## src/common/sto_pkg.sv

```systemverilog
// Constants, register map and delay table of the safe torque-off logic
package sto_pkg;
  localparam int CLK_PERIOD_NS = 20;
  localparam int NS_PER_MS     = 1000000;
  localparam int CYC_PER_MS    = NS_PER_MS / CLK_PERIOD_NS;
  localparam int MON_TIME_MS   = 1;
  localparam int STARTUP_CYC   = 4;
  localparam int TMR_W         = 26;
  localparam int SEL_W         = 3;
  localparam int EV_W          = 4;

  localparam logic [7:0] ADDR_CTRL     = 8'h00;
  localparam logic [7:0] ADDR_STATE    = 8'h04;
  localparam logic [7:0] ADDR_IRQ_STAT = 8'h08;
  localparam logic [7:0] ADDR_IRQ_EN   = 8'h0C;
  localparam logic [7:0] ADDR_IRQ_CLR  = 8'h10;

  localparam logic [SEL_W-1:0] CTRL_RST   = 3'h0;
  localparam logic [EV_W-1:0]  IRQ_EN_RST = 4'h0;

  localparam int ST_REQ1  = 0;
  localparam int ST_REQ2  = 1;
  localparam int ST_REQ3  = 2;
  localparam int ST_TO_A  = 3;
  localparam int ST_TO_B  = 4;
  localparam int ST_FAULT = 5;
  localparam int ST_MODE  = 6;
  localparam int ST_UP    = 7;

  localparam int EV_REQ1  = 0;
  localparam int EV_REQ2  = 1;
  localparam int EV_REQ3  = 2;
  localparam int EV_FAULT = 3;

  localparam logic [1:0] RESP_OKAY   = 2'h0;
  localparam logic [1:0] RESP_SLVERR = 2'h2;

  // Delayed-stop time in ms for each selector code
  function automatic int ss1_ms(input logic [SEL_W-1:0] sel);
    case (sel)
      3'h0: return 0;
      3'h1: return 200;
      3'h2: return 300;
      3'h3: return 400;
      3'h4: return 500;
      3'h5: return 600;
      3'h6: return 800;
      default: return 1000;
    endcase
  endfunction : ss1_ms
endpackage : sto_pkg

```

## src/hdl/safe_torque_off_logic.sv

```systemverilog
// Two-channel safe torque-off logic with AXI4-Lite registers
`timescale 1ns/1ps
`default_nettype none
module safe_torque_off_logic #(
  parameter int NUM_AXES   = 8,
  parameter int CYC_PER_MS = sto_pkg::CYC_PER_MS,
  parameter int ADDR_W     = 8
) (
  input  wire logic                aclk,
  input  wire logic                aresetn,
  input  wire logic [ADDR_W-1:0]   awaddr,
  input  wire logic                awvalid,
  output logic                     awready,
  input  wire logic [31:0]         wdata,
  input  wire logic [3:0]          wstrb,
  input  wire logic                wvalid,
  output logic                     wready,
  output logic [1:0]               bresp,
  output logic                     bvalid,
  input  wire logic                bready,
  input  wire logic [ADDR_W-1:0]   araddr,
  input  wire logic                arvalid,
  output logic                     arready,
  output logic [31:0]              rdata,
  output logic [1:0]               rresp,
  output logic                     rvalid,
  input  wire logic                rready,
  input  wire logic                req1_chan_a,
  input  wire logic                req1_chan_b,
  input  wire logic                req1_ack,
  input  wire logic                req2_chan_a,
  input  wire logic                req2_chan_b,
  input  wire logic                req2_ack,
  input  wire logic                req3_chan_a,
  input  wire logic                req3_chan_b,
  input  wire logic                mode_sel_0,
  input  wire logic                mode_sel_1,
  input  wire logic [NUM_AXES-1:0] torque_fb_a,
  input  wire logic [NUM_AXES-1:0] torque_fb_b,
  output logic [NUM_AXES-1:0]      torque_off_chan_a,
  output logic [NUM_AXES-1:0]      torque_off_chan_b,
  output logic                     req1_status,
  output logic                     req2_status,
  output logic                     req3_status,
  output logic                     fault,
  output logic                     irq
);
  localparam int NPIN    = 10;
  localparam int MON_CYC = sto_pkg::MON_TIME_MS * CYC_PER_MS;
  localparam int MON_W   = $clog2(MON_CYC + 1);
  localparam int TW      = sto_pkg::TMR_W;
  localparam logic [MON_W-1:0] MON_LAST = MON_W'(MON_CYC - 1);
  localparam logic [2:0]       SU_LAST  = 3'(sto_pkg::STARTUP_CYC - 1);

  // Pin synchronisers
  logic [NPIN-1:0]                 pin_s1_q;
  logic [NPIN-1:0]                 pin_s2_q;
  logic [1:0][NUM_AXES-1:0]        fb_s1_q;
  logic [1:0][NUM_AXES-1:0]        fb_s2_q;

  always_ff @(posedge aclk) begin
    if (!aresetn) begin
      pin_s1_q <= '0;
      pin_s2_q <= '0;
      fb_s1_q  <= '0;
      fb_s2_q  <= '0;
    end else begin
      pin_s1_q <= {mode_sel_1, mode_sel_0, req3_chan_b, req3_chan_a, req2_ack,
                   req2_chan_b, req2_chan_a, req1_ack, req1_chan_b, req1_chan_a};
      pin_s2_q <= pin_s1_q;
      fb_s1_q  <= {torque_fb_b, torque_fb_a};
      fb_s2_q  <= fb_s1_q;
    end
  end

  logic [1:0][1:0] req_v;
  logic [1:0]      ack_v;
  logic [1:0]      req3;
  logic            mode_hi;
  logic [1:0]      act_v;

  assign req_v[0] = pin_s2_q[1:0];
  assign req_v[1] = pin_s2_q[4:3];
  assign ack_v    = {pin_s2_q[5], pin_s2_q[2]};
  assign req3     = pin_s2_q[7:6];
  assign mode_hi  = pin_s2_q[8] | pin_s2_q[9];
  assign act_v    = {~mode_hi, 1'b1};

  // Register state
  logic [sto_pkg::SEL_W-1:0] ss1_sel_q;
  logic [sto_pkg::SEL_W-1:0] ss1_sel_d;
  logic [sto_pkg::EV_W-1:0]  irq_st_q;
  logic [sto_pkg::EV_W-1:0]  irq_st_d;
  logic [sto_pkg::EV_W-1:0]  irq_en_q;
  logic [sto_pkg::EV_W-1:0]  irq_en_d;
  logic [sto_pkg::EV_W-1:0]  ev;

  // Delay timers, one per channel of requests 1 and 2
  logic [1:0][1:0] t_start;
  logic [1:0][1:0] t_busy;
  logic [1:0][1:0] t_done;
  logic [TW-1:0]   ss1_load;
  logic            ss1_zero;

  assign ss1_load = TW'(sto_pkg::ss1_ms(ss1_sel_q) * CYC_PER_MS);
  assign ss1_zero = (sto_pkg::ss1_ms(ss1_sel_q) == 0);

  for (genvar r = 0; r < 2; r++) begin : g_req
    for (genvar c = 0; c < 2; c++) begin : g_chan
      ss1_delay_timer #(.W(TW)) u_tmr (
        .aclk    (aclk),
        .aresetn (aresetn),
        .start   (t_start[r][c]),
        .load    (ss1_load),
        .busy    (t_busy[r][c]),
        .done    (t_done[r][c])
      );
    end
  end

  // Safety state
  logic            up_q;
  logic            up_d;
  logic [2:0]      su_q;
  logic [2:0]      su_d;
  logic [1:0]      lat_q;
  logic [1:0]      lat_d;
  logic [1:0]      bl_q;
  logic [1:0]      bl_d;
  logic [1:0][1:0] off_q;
  logic [1:0][1:0] off_d;
  logic            lat3_q;
  logic            lat3_d;
  logic            bl3_q;
  logic            bl3_d;
  logic [1:0]      off3_q;
  logic [1:0]      off3_d;
  logic [1:0]      ack_prev_q;
  logic [1:0]      ack_fall;
  logic [1:0]      to_q;
  logic [1:0]      to_d;
  logic            fault_q;
  logic            fault_d;

  assign ack_fall = ack_prev_q & ~ack_v;

  always_comb begin
    up_d    = up_q;
    su_d    = su_q;
    lat_d   = lat_q;
    bl_d    = bl_q;
    off_d   = off_q;
    lat3_d  = lat3_q;
    bl3_d   = bl3_q;
    off3_d  = off3_q;
    t_start = '0;
    if (!up_q) begin
      su_d = su_q + 3'h1;
      // Inputs sampled once settled; high ones release without ack
      if (su_q == SU_LAST) begin
        up_d = 1'b1;
        for (int r = 0; r < 2; r++) begin
          lat_d[r] = act_v[r] & ~(&req_v[r]);
          bl_d[r]  = act_v[r] & ~(|req_v[r]);
          off_d[r] = act_v[r] ? ~req_v[r] : 2'h0;
        end
        lat3_d = mode_hi & ~(&req3);
        bl3_d  = mode_hi & ~(|req3);
        off3_d = mode_hi ? ~req3 : 2'h0;
      end
    end else begin
      for (int r = 0; r < 2; r++) begin
        if (act_v[r] && !(&req_v[r])) begin
          lat_d[r] = 1'b1;
        end
        if (act_v[r] && !(|req_v[r])) begin
          bl_d[r] = 1'b1;
        end
        for (int c = 0; c < 2; c++) begin
          if (act_v[r] && !req_v[r][c] && !off_q[r][c] &&
              !t_busy[r][c] && !t_done[r][c]) begin
            if (ss1_zero) begin
              off_d[r][c] = 1'b1;
            end else begin
              t_start[r][c] = 1'b1;
            end
          end
          if (t_done[r][c]) begin
            off_d[r][c] = 1'b1;
          end
        end
        if (lat_q[r] && bl_q[r] && (&req_v[r]) && ack_fall[r] && !(|t_busy[r])) begin
          lat_d[r] = 1'b0;
          bl_d[r]  = 1'b0;
          off_d[r] = 2'h0;
        end
      end
      if (mode_hi) begin
        if (!(&req3)) begin
          lat3_d = 1'b1;
        end
        if (!(|req3)) begin
          bl3_d = 1'b1;
        end
        off3_d = off3_q | ~req3;
      end
      if (lat3_q && bl3_q && (&req3)) begin
        lat3_d = 1'b0;
        bl3_d  = 1'b0;
        off3_d = 2'h0;
      end
    end
    for (int c = 0; c < 2; c++) begin
      to_d[c] = up_q & ~fault_q & ~off_q[0][c] & ~off_q[1][c] & ~off3_q[c];
    end
  end

  always_ff @(posedge aclk) begin
    if (!aresetn) begin
      up_q       <= 1'b0;
      su_q       <= 3'h0;
      lat_q      <= 2'h0;
      bl_q       <= 2'h0;
      off_q      <= '0;
      lat3_q     <= 1'b0;
      bl3_q      <= 1'b0;
      off3_q     <= 2'h0;
      ack_prev_q <= 2'h0;
      to_q       <= 2'h0;
    end else begin
      up_q       <= up_d;
      su_q       <= su_d;
      lat_q      <= lat_d;
      bl_q       <= bl_d;
      off_q      <= off_d;
      lat3_q     <= lat3_d;
      bl3_q      <= bl3_d;
      off3_q     <= off3_d;
      ack_prev_q <= ack_v;
      to_q       <= to_d;
    end
  end

  // Output feedback monitor
  logic [1:0][MON_W-1:0] mon_q;
  logic [1:0][MON_W-1:0] mon_d;
  logic [1:0]            mis;

  always_comb begin
    fault_d = fault_q;
    for (int c = 0; c < 2; c++) begin
      mis[c]   = (fb_s2_q[c] != {NUM_AXES{to_q[c]}});
      mon_d[c] = '0;
      if (mis[c]) begin
        mon_d[c] = (mon_q[c] == MON_LAST) ? mon_q[c] : mon_q[c] + MON_W'(1);
        if (mon_q[c] == MON_LAST) begin
          fault_d = 1'b1;
        end
      end
    end
  end

  always_ff @(posedge aclk) begin
    if (!aresetn) begin
      mon_q   <= '0;
      fault_q <= 1'b0;
    end else begin
      mon_q   <= mon_d;
      fault_q <= fault_d;
    end
  end

  assign torque_off_chan_a = {NUM_AXES{to_q[0]}};
  assign torque_off_chan_b = {NUM_AXES{to_q[1]}};
  assign req1_status       = up_q & ~lat_q[0];
  assign req2_status       = up_q & ~lat_q[1];
  assign req3_status       = up_q & ~lat3_q;
  assign fault             = fault_q;
  assign irq               = |(irq_st_q & irq_en_q);

  assign ev[sto_pkg::EV_REQ1]  = lat_d[0] & ~lat_q[0];
  assign ev[sto_pkg::EV_REQ2]  = lat_d[1] & ~lat_q[1];
  assign ev[sto_pkg::EV_REQ3]  = lat3_d & ~lat3_q;
  assign ev[sto_pkg::EV_FAULT] = fault_d & ~fault_q;

  // AXI4-Lite slave
  function automatic logic addr_ok(input logic [ADDR_W-1:0] a);
    return a == ADDR_W'(sto_pkg::ADDR_CTRL) || a == ADDR_W'(sto_pkg::ADDR_STATE) ||
           a == ADDR_W'(sto_pkg::ADDR_IRQ_STAT) || a == ADDR_W'(sto_pkg::ADDR_IRQ_EN) ||
           a == ADDR_W'(sto_pkg::ADDR_IRQ_CLR);
  endfunction : addr_ok

  logic              aw_full_q;
  logic              aw_full_d;
  logic [ADDR_W-1:0] aw_addr_q;
  logic [ADDR_W-1:0] aw_addr_d;
  logic              w_full_q;
  logic              w_full_d;
  logic [31:0]       w_data_q;
  logic [31:0]       w_data_d;
  logic              w_b0_q;
  logic              w_b0_d;
  logic              bvalid_q;
  logic              bvalid_d;
  logic [1:0]        bresp_q;
  logic [1:0]        bresp_d;
  logic              rvalid_q;
  logic              rvalid_d;
  logic [31:0]       rdata_q;
  logic [31:0]       rdata_d;
  logic [1:0]        rresp_q;
  logic [1:0]        rresp_d;
  logic [31:0]       st_word;
  logic [sto_pkg::EV_W-1:0] clr;

  always_comb begin
    st_word                    = '0;
    st_word[sto_pkg::ST_REQ1]  = req1_status;
    st_word[sto_pkg::ST_REQ2]  = req2_status;
    st_word[sto_pkg::ST_REQ3]  = req3_status;
    st_word[sto_pkg::ST_TO_A]  = to_q[0];
    st_word[sto_pkg::ST_TO_B]  = to_q[1];
    st_word[sto_pkg::ST_FAULT] = fault_q;
    st_word[sto_pkg::ST_MODE]  = mode_hi;
    st_word[sto_pkg::ST_UP]    = up_q;
  end

  assign awready = ~aw_full_q & ~bvalid_q;
  assign wready  = ~w_full_q & ~bvalid_q;
  assign arready = ~rvalid_q;

  always_comb begin
    aw_full_d = aw_full_q;
    aw_addr_d = aw_addr_q;
    w_full_d  = w_full_q;
    w_data_d  = w_data_q;
    w_b0_d    = w_b0_q;
    bvalid_d  = bvalid_q;
    bresp_d   = bresp_q;
    rvalid_d  = rvalid_q;
    rdata_d   = rdata_q;
    rresp_d   = rresp_q;
    ss1_sel_d = ss1_sel_q;
    irq_en_d  = irq_en_q;
    clr       = '0;
    if (awvalid && awready) begin
      aw_full_d = 1'b1;
      aw_addr_d = awaddr;
    end
    if (wvalid && wready) begin
      w_full_d = 1'b1;
      w_data_d = wdata;
      w_b0_d   = wstrb[0];
    end
    if (bvalid_q && bready) begin
      bvalid_d = 1'b0;
    end
    if (aw_full_q && w_full_q && !bvalid_q) begin
      aw_full_d = 1'b0;
      w_full_d  = 1'b0;
      bvalid_d  = 1'b1;
      bresp_d   = addr_ok(aw_addr_q) ? sto_pkg::RESP_OKAY : sto_pkg::RESP_SLVERR;
      if (w_b0_q) begin
        if (aw_addr_q == ADDR_W'(sto_pkg::ADDR_CTRL)) begin
          ss1_sel_d = w_data_q[sto_pkg::SEL_W-1:0];
        end
        if (aw_addr_q == ADDR_W'(sto_pkg::ADDR_IRQ_EN)) begin
          irq_en_d = w_data_q[sto_pkg::EV_W-1:0];
        end
        if (aw_addr_q == ADDR_W'(sto_pkg::ADDR_IRQ_CLR)) begin
          clr = w_data_q[sto_pkg::EV_W-1:0];
        end
      end
    end
    if (rvalid_q && rready) begin
      rvalid_d = 1'b0;
    end
    if (arvalid && arready) begin
      rvalid_d = 1'b1;
      rresp_d  = addr_ok(araddr) ? sto_pkg::RESP_OKAY : sto_pkg::RESP_SLVERR;
      rdata_d  = '0;
      if (araddr == ADDR_W'(sto_pkg::ADDR_CTRL)) begin
        rdata_d[sto_pkg::SEL_W-1:0] = ss1_sel_q;
      end
      if (araddr == ADDR_W'(sto_pkg::ADDR_STATE)) begin
        rdata_d = st_word;
      end
      if (araddr == ADDR_W'(sto_pkg::ADDR_IRQ_STAT)) begin
        rdata_d[sto_pkg::EV_W-1:0] = irq_st_q;
      end
      if (araddr == ADDR_W'(sto_pkg::ADDR_IRQ_EN)) begin
        rdata_d[sto_pkg::EV_W-1:0] = irq_en_q;
      end
    end
    // A new event beats a clear in the same cycle
    irq_st_d = (irq_st_q & ~clr) | ev;
  end

  always_ff @(posedge aclk) begin
    if (!aresetn) begin
      aw_full_q <= 1'b0;
      aw_addr_q <= '0;
      w_full_q  <= 1'b0;
      w_data_q  <= '0;
      w_b0_q    <= 1'b0;
      bvalid_q  <= 1'b0;
      bresp_q   <= sto_pkg::RESP_OKAY;
      rvalid_q  <= 1'b0;
      rdata_q   <= '0;
      rresp_q   <= sto_pkg::RESP_OKAY;
      ss1_sel_q <= sto_pkg::CTRL_RST;
      irq_en_q  <= sto_pkg::IRQ_EN_RST;
      irq_st_q  <= '0;
    end else begin
      aw_full_q <= aw_full_d;
      aw_addr_q <= aw_addr_d;
      w_full_q  <= w_full_d;
      w_data_q  <= w_data_d;
      w_b0_q    <= w_b0_d;
      bvalid_q  <= bvalid_d;
      bresp_q   <= bresp_d;
      rvalid_q  <= rvalid_d;
      rdata_q   <= rdata_d;
      rresp_q   <= rresp_d;
      ss1_sel_q <= ss1_sel_d;
      irq_en_q  <= irq_en_d;
      irq_st_q  <= irq_st_d;
    end
  end

  assign bvalid = bvalid_q;
  assign bresp  = bresp_q;
  assign rvalid = rvalid_q;
  assign rdata  = rdata_q;
  assign rresp  = rresp_q;
endmodule : safe_torque_off_logic
`default_nettype wire

```

## src/hdl/ss1_delay_timer.sv

```systemverilog
// Down-counter that times one delayed-stop interval
`timescale 1ns/1ps
`default_nettype none
module ss1_delay_timer #(
  parameter int W = 26
) (
  input  wire logic         aclk,
  input  wire logic         aresetn,
  input  wire logic         start,
  input  wire logic [W-1:0] load,
  output logic              busy,
  output logic              done
);
  logic [W-1:0] cnt_q;
  logic [W-1:0] cnt_d;
  logic         busy_q;
  logic         busy_d;
  logic         done_q;
  logic         done_d;

  // Once loaded it runs out unless start loads it again
  always_comb begin
    cnt_d  = cnt_q;
    busy_d = busy_q;
    done_d = 1'b0;
    if (start) begin
      cnt_d  = load;
      busy_d = 1'b1;
    end else if (busy_q) begin
      if (cnt_q <= W'(1)) begin
        busy_d = 1'b0;
        done_d = 1'b1;
      end else begin
        cnt_d = cnt_q - W'(1);
      end
    end
  end

  always_ff @(posedge aclk) begin
    if (!aresetn) begin
      cnt_q  <= '0;
      busy_q <= 1'b0;
      done_q <= 1'b0;
    end else begin
      cnt_q  <= cnt_d;
      busy_q <= busy_d;
      done_q <= done_d;
    end
  end

  assign busy = busy_q;
  assign done = done_q;
endmodule : ss1_delay_timer
`default_nettype wire

```

## config.mk

```make
export PLATFORM = sky130hd
export DESIGN_NAME = safe_torque_off_logic
export DESIGN_NICKNAME = d
export VERILOG_FILES = /design/src/common/sto_pkg.sv /design/src/hdl/safe_torque_off_logic.sv /design/src/hdl/ss1_delay_timer.sv
export SDC_FILE = /design/constraint.sdc
export NUM_CORES = 1
export LEC_CHECK = 0
export BUFFER_PORTS_ARGS = -buffer_cell sky130_fd_sc_hd__buf_2
export CAP_MARGIN = 40
export CELL_PAD_IN_SITES_DETAIL_PLACEMENT = 0
export CELL_PAD_IN_SITES_GLOBAL_PLACEMENT = 2
export CORE_UTILIZATION = 36
export CTS_CLUSTER_DIAMETER = 80
export CTS_CLUSTER_SIZE = 16
export DETAILED_ROUTE_END_ITERATION = 8
export PLACE_DENSITY_LB_ADDON = 0.1
export SYNTH_ARGS = -nofsm -noshare
export SYNTH_HDL_FRONTEND = slang
export SYNTH_SLANG_ARGS = --single-unit
```

## constraint.sdc

```tcl
create_clock -name aclk -period 6.9 [get_ports aclk]
set_input_delay 1.035 -clock aclk [delete_from_list [all_inputs] [get_ports aclk]]
set_output_delay 1.035 -clock aclk [all_outputs]
set_load 0.05 [all_outputs]
```

==> reports/results.txt <==
Top FF cell, synth - dfxtp_1
Yosys warning count - 0
share of cells above drive strength 1 - 11.3%
Post-Synth Adder-Cell Area - 8.27%
# resized after CTS - 0
core area - 35900 um2
router iterations before antenna repair - 5
antenna-violating nets left - 0
Most common cell on crit path - ha_1
TritonCTS Buffers - 21
port bufs - 89
TNS Setup - 0 ns
Max Buffers Root-to-Sink - 3
GRT Max-Usage Layer - met2
largest net degree at the start of global routing - 55
Post-synth ARST share - 0%
Residual DRC - 0
leakage - 6.11 nW
crit share post-route - 85.7%
Critical Path Fanout Max - 9
FF+latch count, synth - 255
main combinational cell family by area after synthesis - simple AND/OR/NAND/NOR gates
Cell Rows - 69
Total Nets Final - 1739
number of synthesized flops with an enable pin - 0
met1 Use GR - 25.9%
Clock Skews - 0.0151 ns
synth unique cells - 88
diode count - 0
commonest cells after routing, fill and taps aside - 255 x dfxtp_1, 158 x nor2_1, 97 x nand2_1
cells along the critical path - inv_1, ha_1, o31ai_1, nand2_1, ha_1, fa_1, ha_1, ha_1, a21o_1, ha_1, ha_1, a211oi_1, o21ai_0, a41oi_1, o21ai_0, xnor2_1, o22ai_1
power density cells - 208 nW/um2
Post-DP HPWL - 24.8 mm
mux share of post-synthesis cell area - 2.20%
Layout Utilization - 40.9%
setup violators final - 0
Die W - 194 um
Placer Congestion - 0.794
# hold bufs at CTS - 0
slew margin rel. - 43.1%
Sink Count - 255
Worst Path Arrival - 6.28 ns
routed wire length - 34.8 mm
Slew Limit Fails - 0
status - finished, final reports clean
Mapped Cells - 1507
crit end category - flip-flop
clock slew at reported path FFs - 0.07 ns
initial detailed-routing violation count - 550
RSZ-0062 raised after global routing - no
Least-Margin Pin Slew - 0.854 ns
cell with the largest stage delay on the worst path - xnor2_1
# IOs - 147
Initial Util - 36.9%
Crit path max-delay family - adder cells
# Max-Cap Violations - 0
Worst Setup Path Type - flip-flop to flip-flop
Synth Cell Area - 13300 um2
worst hold margin - 0.428 ns
Post-Synth Simple-Gate Area - 22.6%
sequential area share after synthesis - 38.5%
first-pass GRT wire length - 56.7 mm
crit path launch type - flip-flop
grt met2 use - 30.1%
max incr delay on CP - 0.65 ns
vias in the first global route - 10.4k
WL/cell - 17.0 um
Worst Path Required - 7.27 ns
Worst-Skew Late Latency - 0.52 ns
Mean Syn Cell Area - 8.79 um2
GRT Residual Overflow - 0
Max Clock Freq - 169 MHz
initial antenna violation count - 1
post-CTS setup buffers - 0
Post-Synth XOR/XNOR Area - 6.74%
GR Util All Layers - 18.5%
via density per instance - 5.26
Area growth syn-to-layout - 10.8%
CTS root buf - clkbuf_16
crit path buf inv count - 1
CTS tree - yes
Hold Path Class - flip-flop to flip-flop
Compound-Gate Fraction of Synth Area - 16.3%
Die Ht - 194 um
Final Hold Vio Count - 0
die area - 37600 um2
Worst VDD drop - 0.174 mV
htree depth - 1
GR Util met3 - 2.26%
commonest non-fill, non-tap cell in the layout - dfxtp_1
min cycle time layout - 5.91 ns
DR vias - 10.7k
synth_stat cells (all sizes together) (8+ instances only):
library cell / number / area (um2)
or3: 33 / 206
a22oi: 11 / 82.6
mux2i: 19 / 190
nor2: 158 / 593
a21o: 8 / 60.1
nand2: 97 / 364
o211ai: 18 / 154
ha: 70 / 876
or4: 18 / 143
nor4b: 8 / 85.1
nand3: 44 / 220
dfxtp: 255 / 5100
nand4: 9 / 56.3
xnor2: 63 / 552
o21ai: 68 / 340
xor2: 39 / 342
and3: 18 / 113
nor3: 43 / 220
inv: 54 / 203
o311ai: 9 / 78.8
o22ai: 14 / 87.6
fa: 11 / 220
a211oi: 12 / 90.1
nand2b: 11 / 68.8
a31oi: 14 / 87.6
clkbuf: 41 / 154
a21oi: 90 / 450
buf: 50 / 353
and2: 60 / 375
o211a: 10 / 100
nor4: 40 / 269
nor2b: 11 / 76.3
stage by stage:
stage          area (um2)  cells  worst slack, ns  power [mW]
6_report            14700   2041            0.990        3.05
5_1_grt             14700   2041            0.657        3.18
4_1_cts             14700   2041            0.957        3.10
3_5_place_dp        14000   2011             1.01        1.86
3_3_place_gp        14000   2005             1.03        1.86
2_1_floorplan       13300   1532             1.74        1.80
flip-flops by register name, summed over array words and instances, names as in the netlist, 2 cells and up:
signal and count:
w_data_q 4, rdata 8, g_req.g_chan.u_tmr.busy 4, irq_en_q 4, su_q 3, fb_s2_q 16
g_req.g_chan.u_tmr.cnt_q 104, bl_q 2, off_q 4, lat_q 2, mon_q 32, fb_s1_q 16
pin_s2_q 10, pin_s1_q 10, to_q 2, ack_prev_q 2, g_req.g_chan.u_tmr.done 4, off3_q 2
irq_st_q 4, ss1_sel_q 3, aw_addr_q 8
layer usage:
metal  part of all wire [%]  wire (um)  vias up
met2                     45      15500      197
met5                  0.037         13        -
met3                    3.9       1340       38
met1                     49      17200     5052
li1                       -          -     5454
met4                    2.0        712        2
worst paths after layout:
path / start / end / slack (ns) / cells after the start
hold reg to reg: off3_q[0]$_SDFFE_PN0P_ / to_q[0]$_SDFF_PN0_ / 0.43 / 1
setup reg to reg: ss1_sel_q[0]$_SDFFE_PN0P_ / g_req[1].g_chan[1].u_tmr.cnt_q[23]$_SDFFE_PN0P_ / 0.99 / 17
hold / removal: off3_q[0]$_SDFFE_PN0P_ / to_q[0]$_SDFF_PN0_ / 0.43 / 1
setup / recovery: ss1_sel_q[0]$_SDFFE_PN0P_ / g_req[1].g_chan[1].u_tmr.cnt_q[23]$_SDFFE_PN0P_ / 0.99 / 17
power breakdown:
| part | internal [mW] | total [mW] | leakage [nW] | switching [mW] |
|---|---|---|---|---|
| logic | 0.0892 | 0.274 | 3.72 | 0.185 |
| clock network | 0.652 | 1.22 | 0.324 | 0.568 |
| registers | 1.52 | 1.55 | 2.07 | 0.0356 |
| total | 2.26 | 3.05 | 6.11 | 0.789 |
cell families after synthesis:
logic type      count (synthesis)
fa+ha+maj                      81
other cells                     1
compound gates                321
buf+inv                       146
mux                            25
xor+xnor                      102
simple gates                  576
flops                         255
area by class of cell:
class / count / area (um2)
timing repair buffer: 109 / 597
tap: 461 / 577
clock buffer: 23 / 553
fill: 3662 / 21200
multi-input combinational: 1131 / 7540
clock inverter: 7 / 98.8
inverter: 55 / 206
sequential: 255 / 5100
No activity file was read; power rests on OpenSTA's default activity.
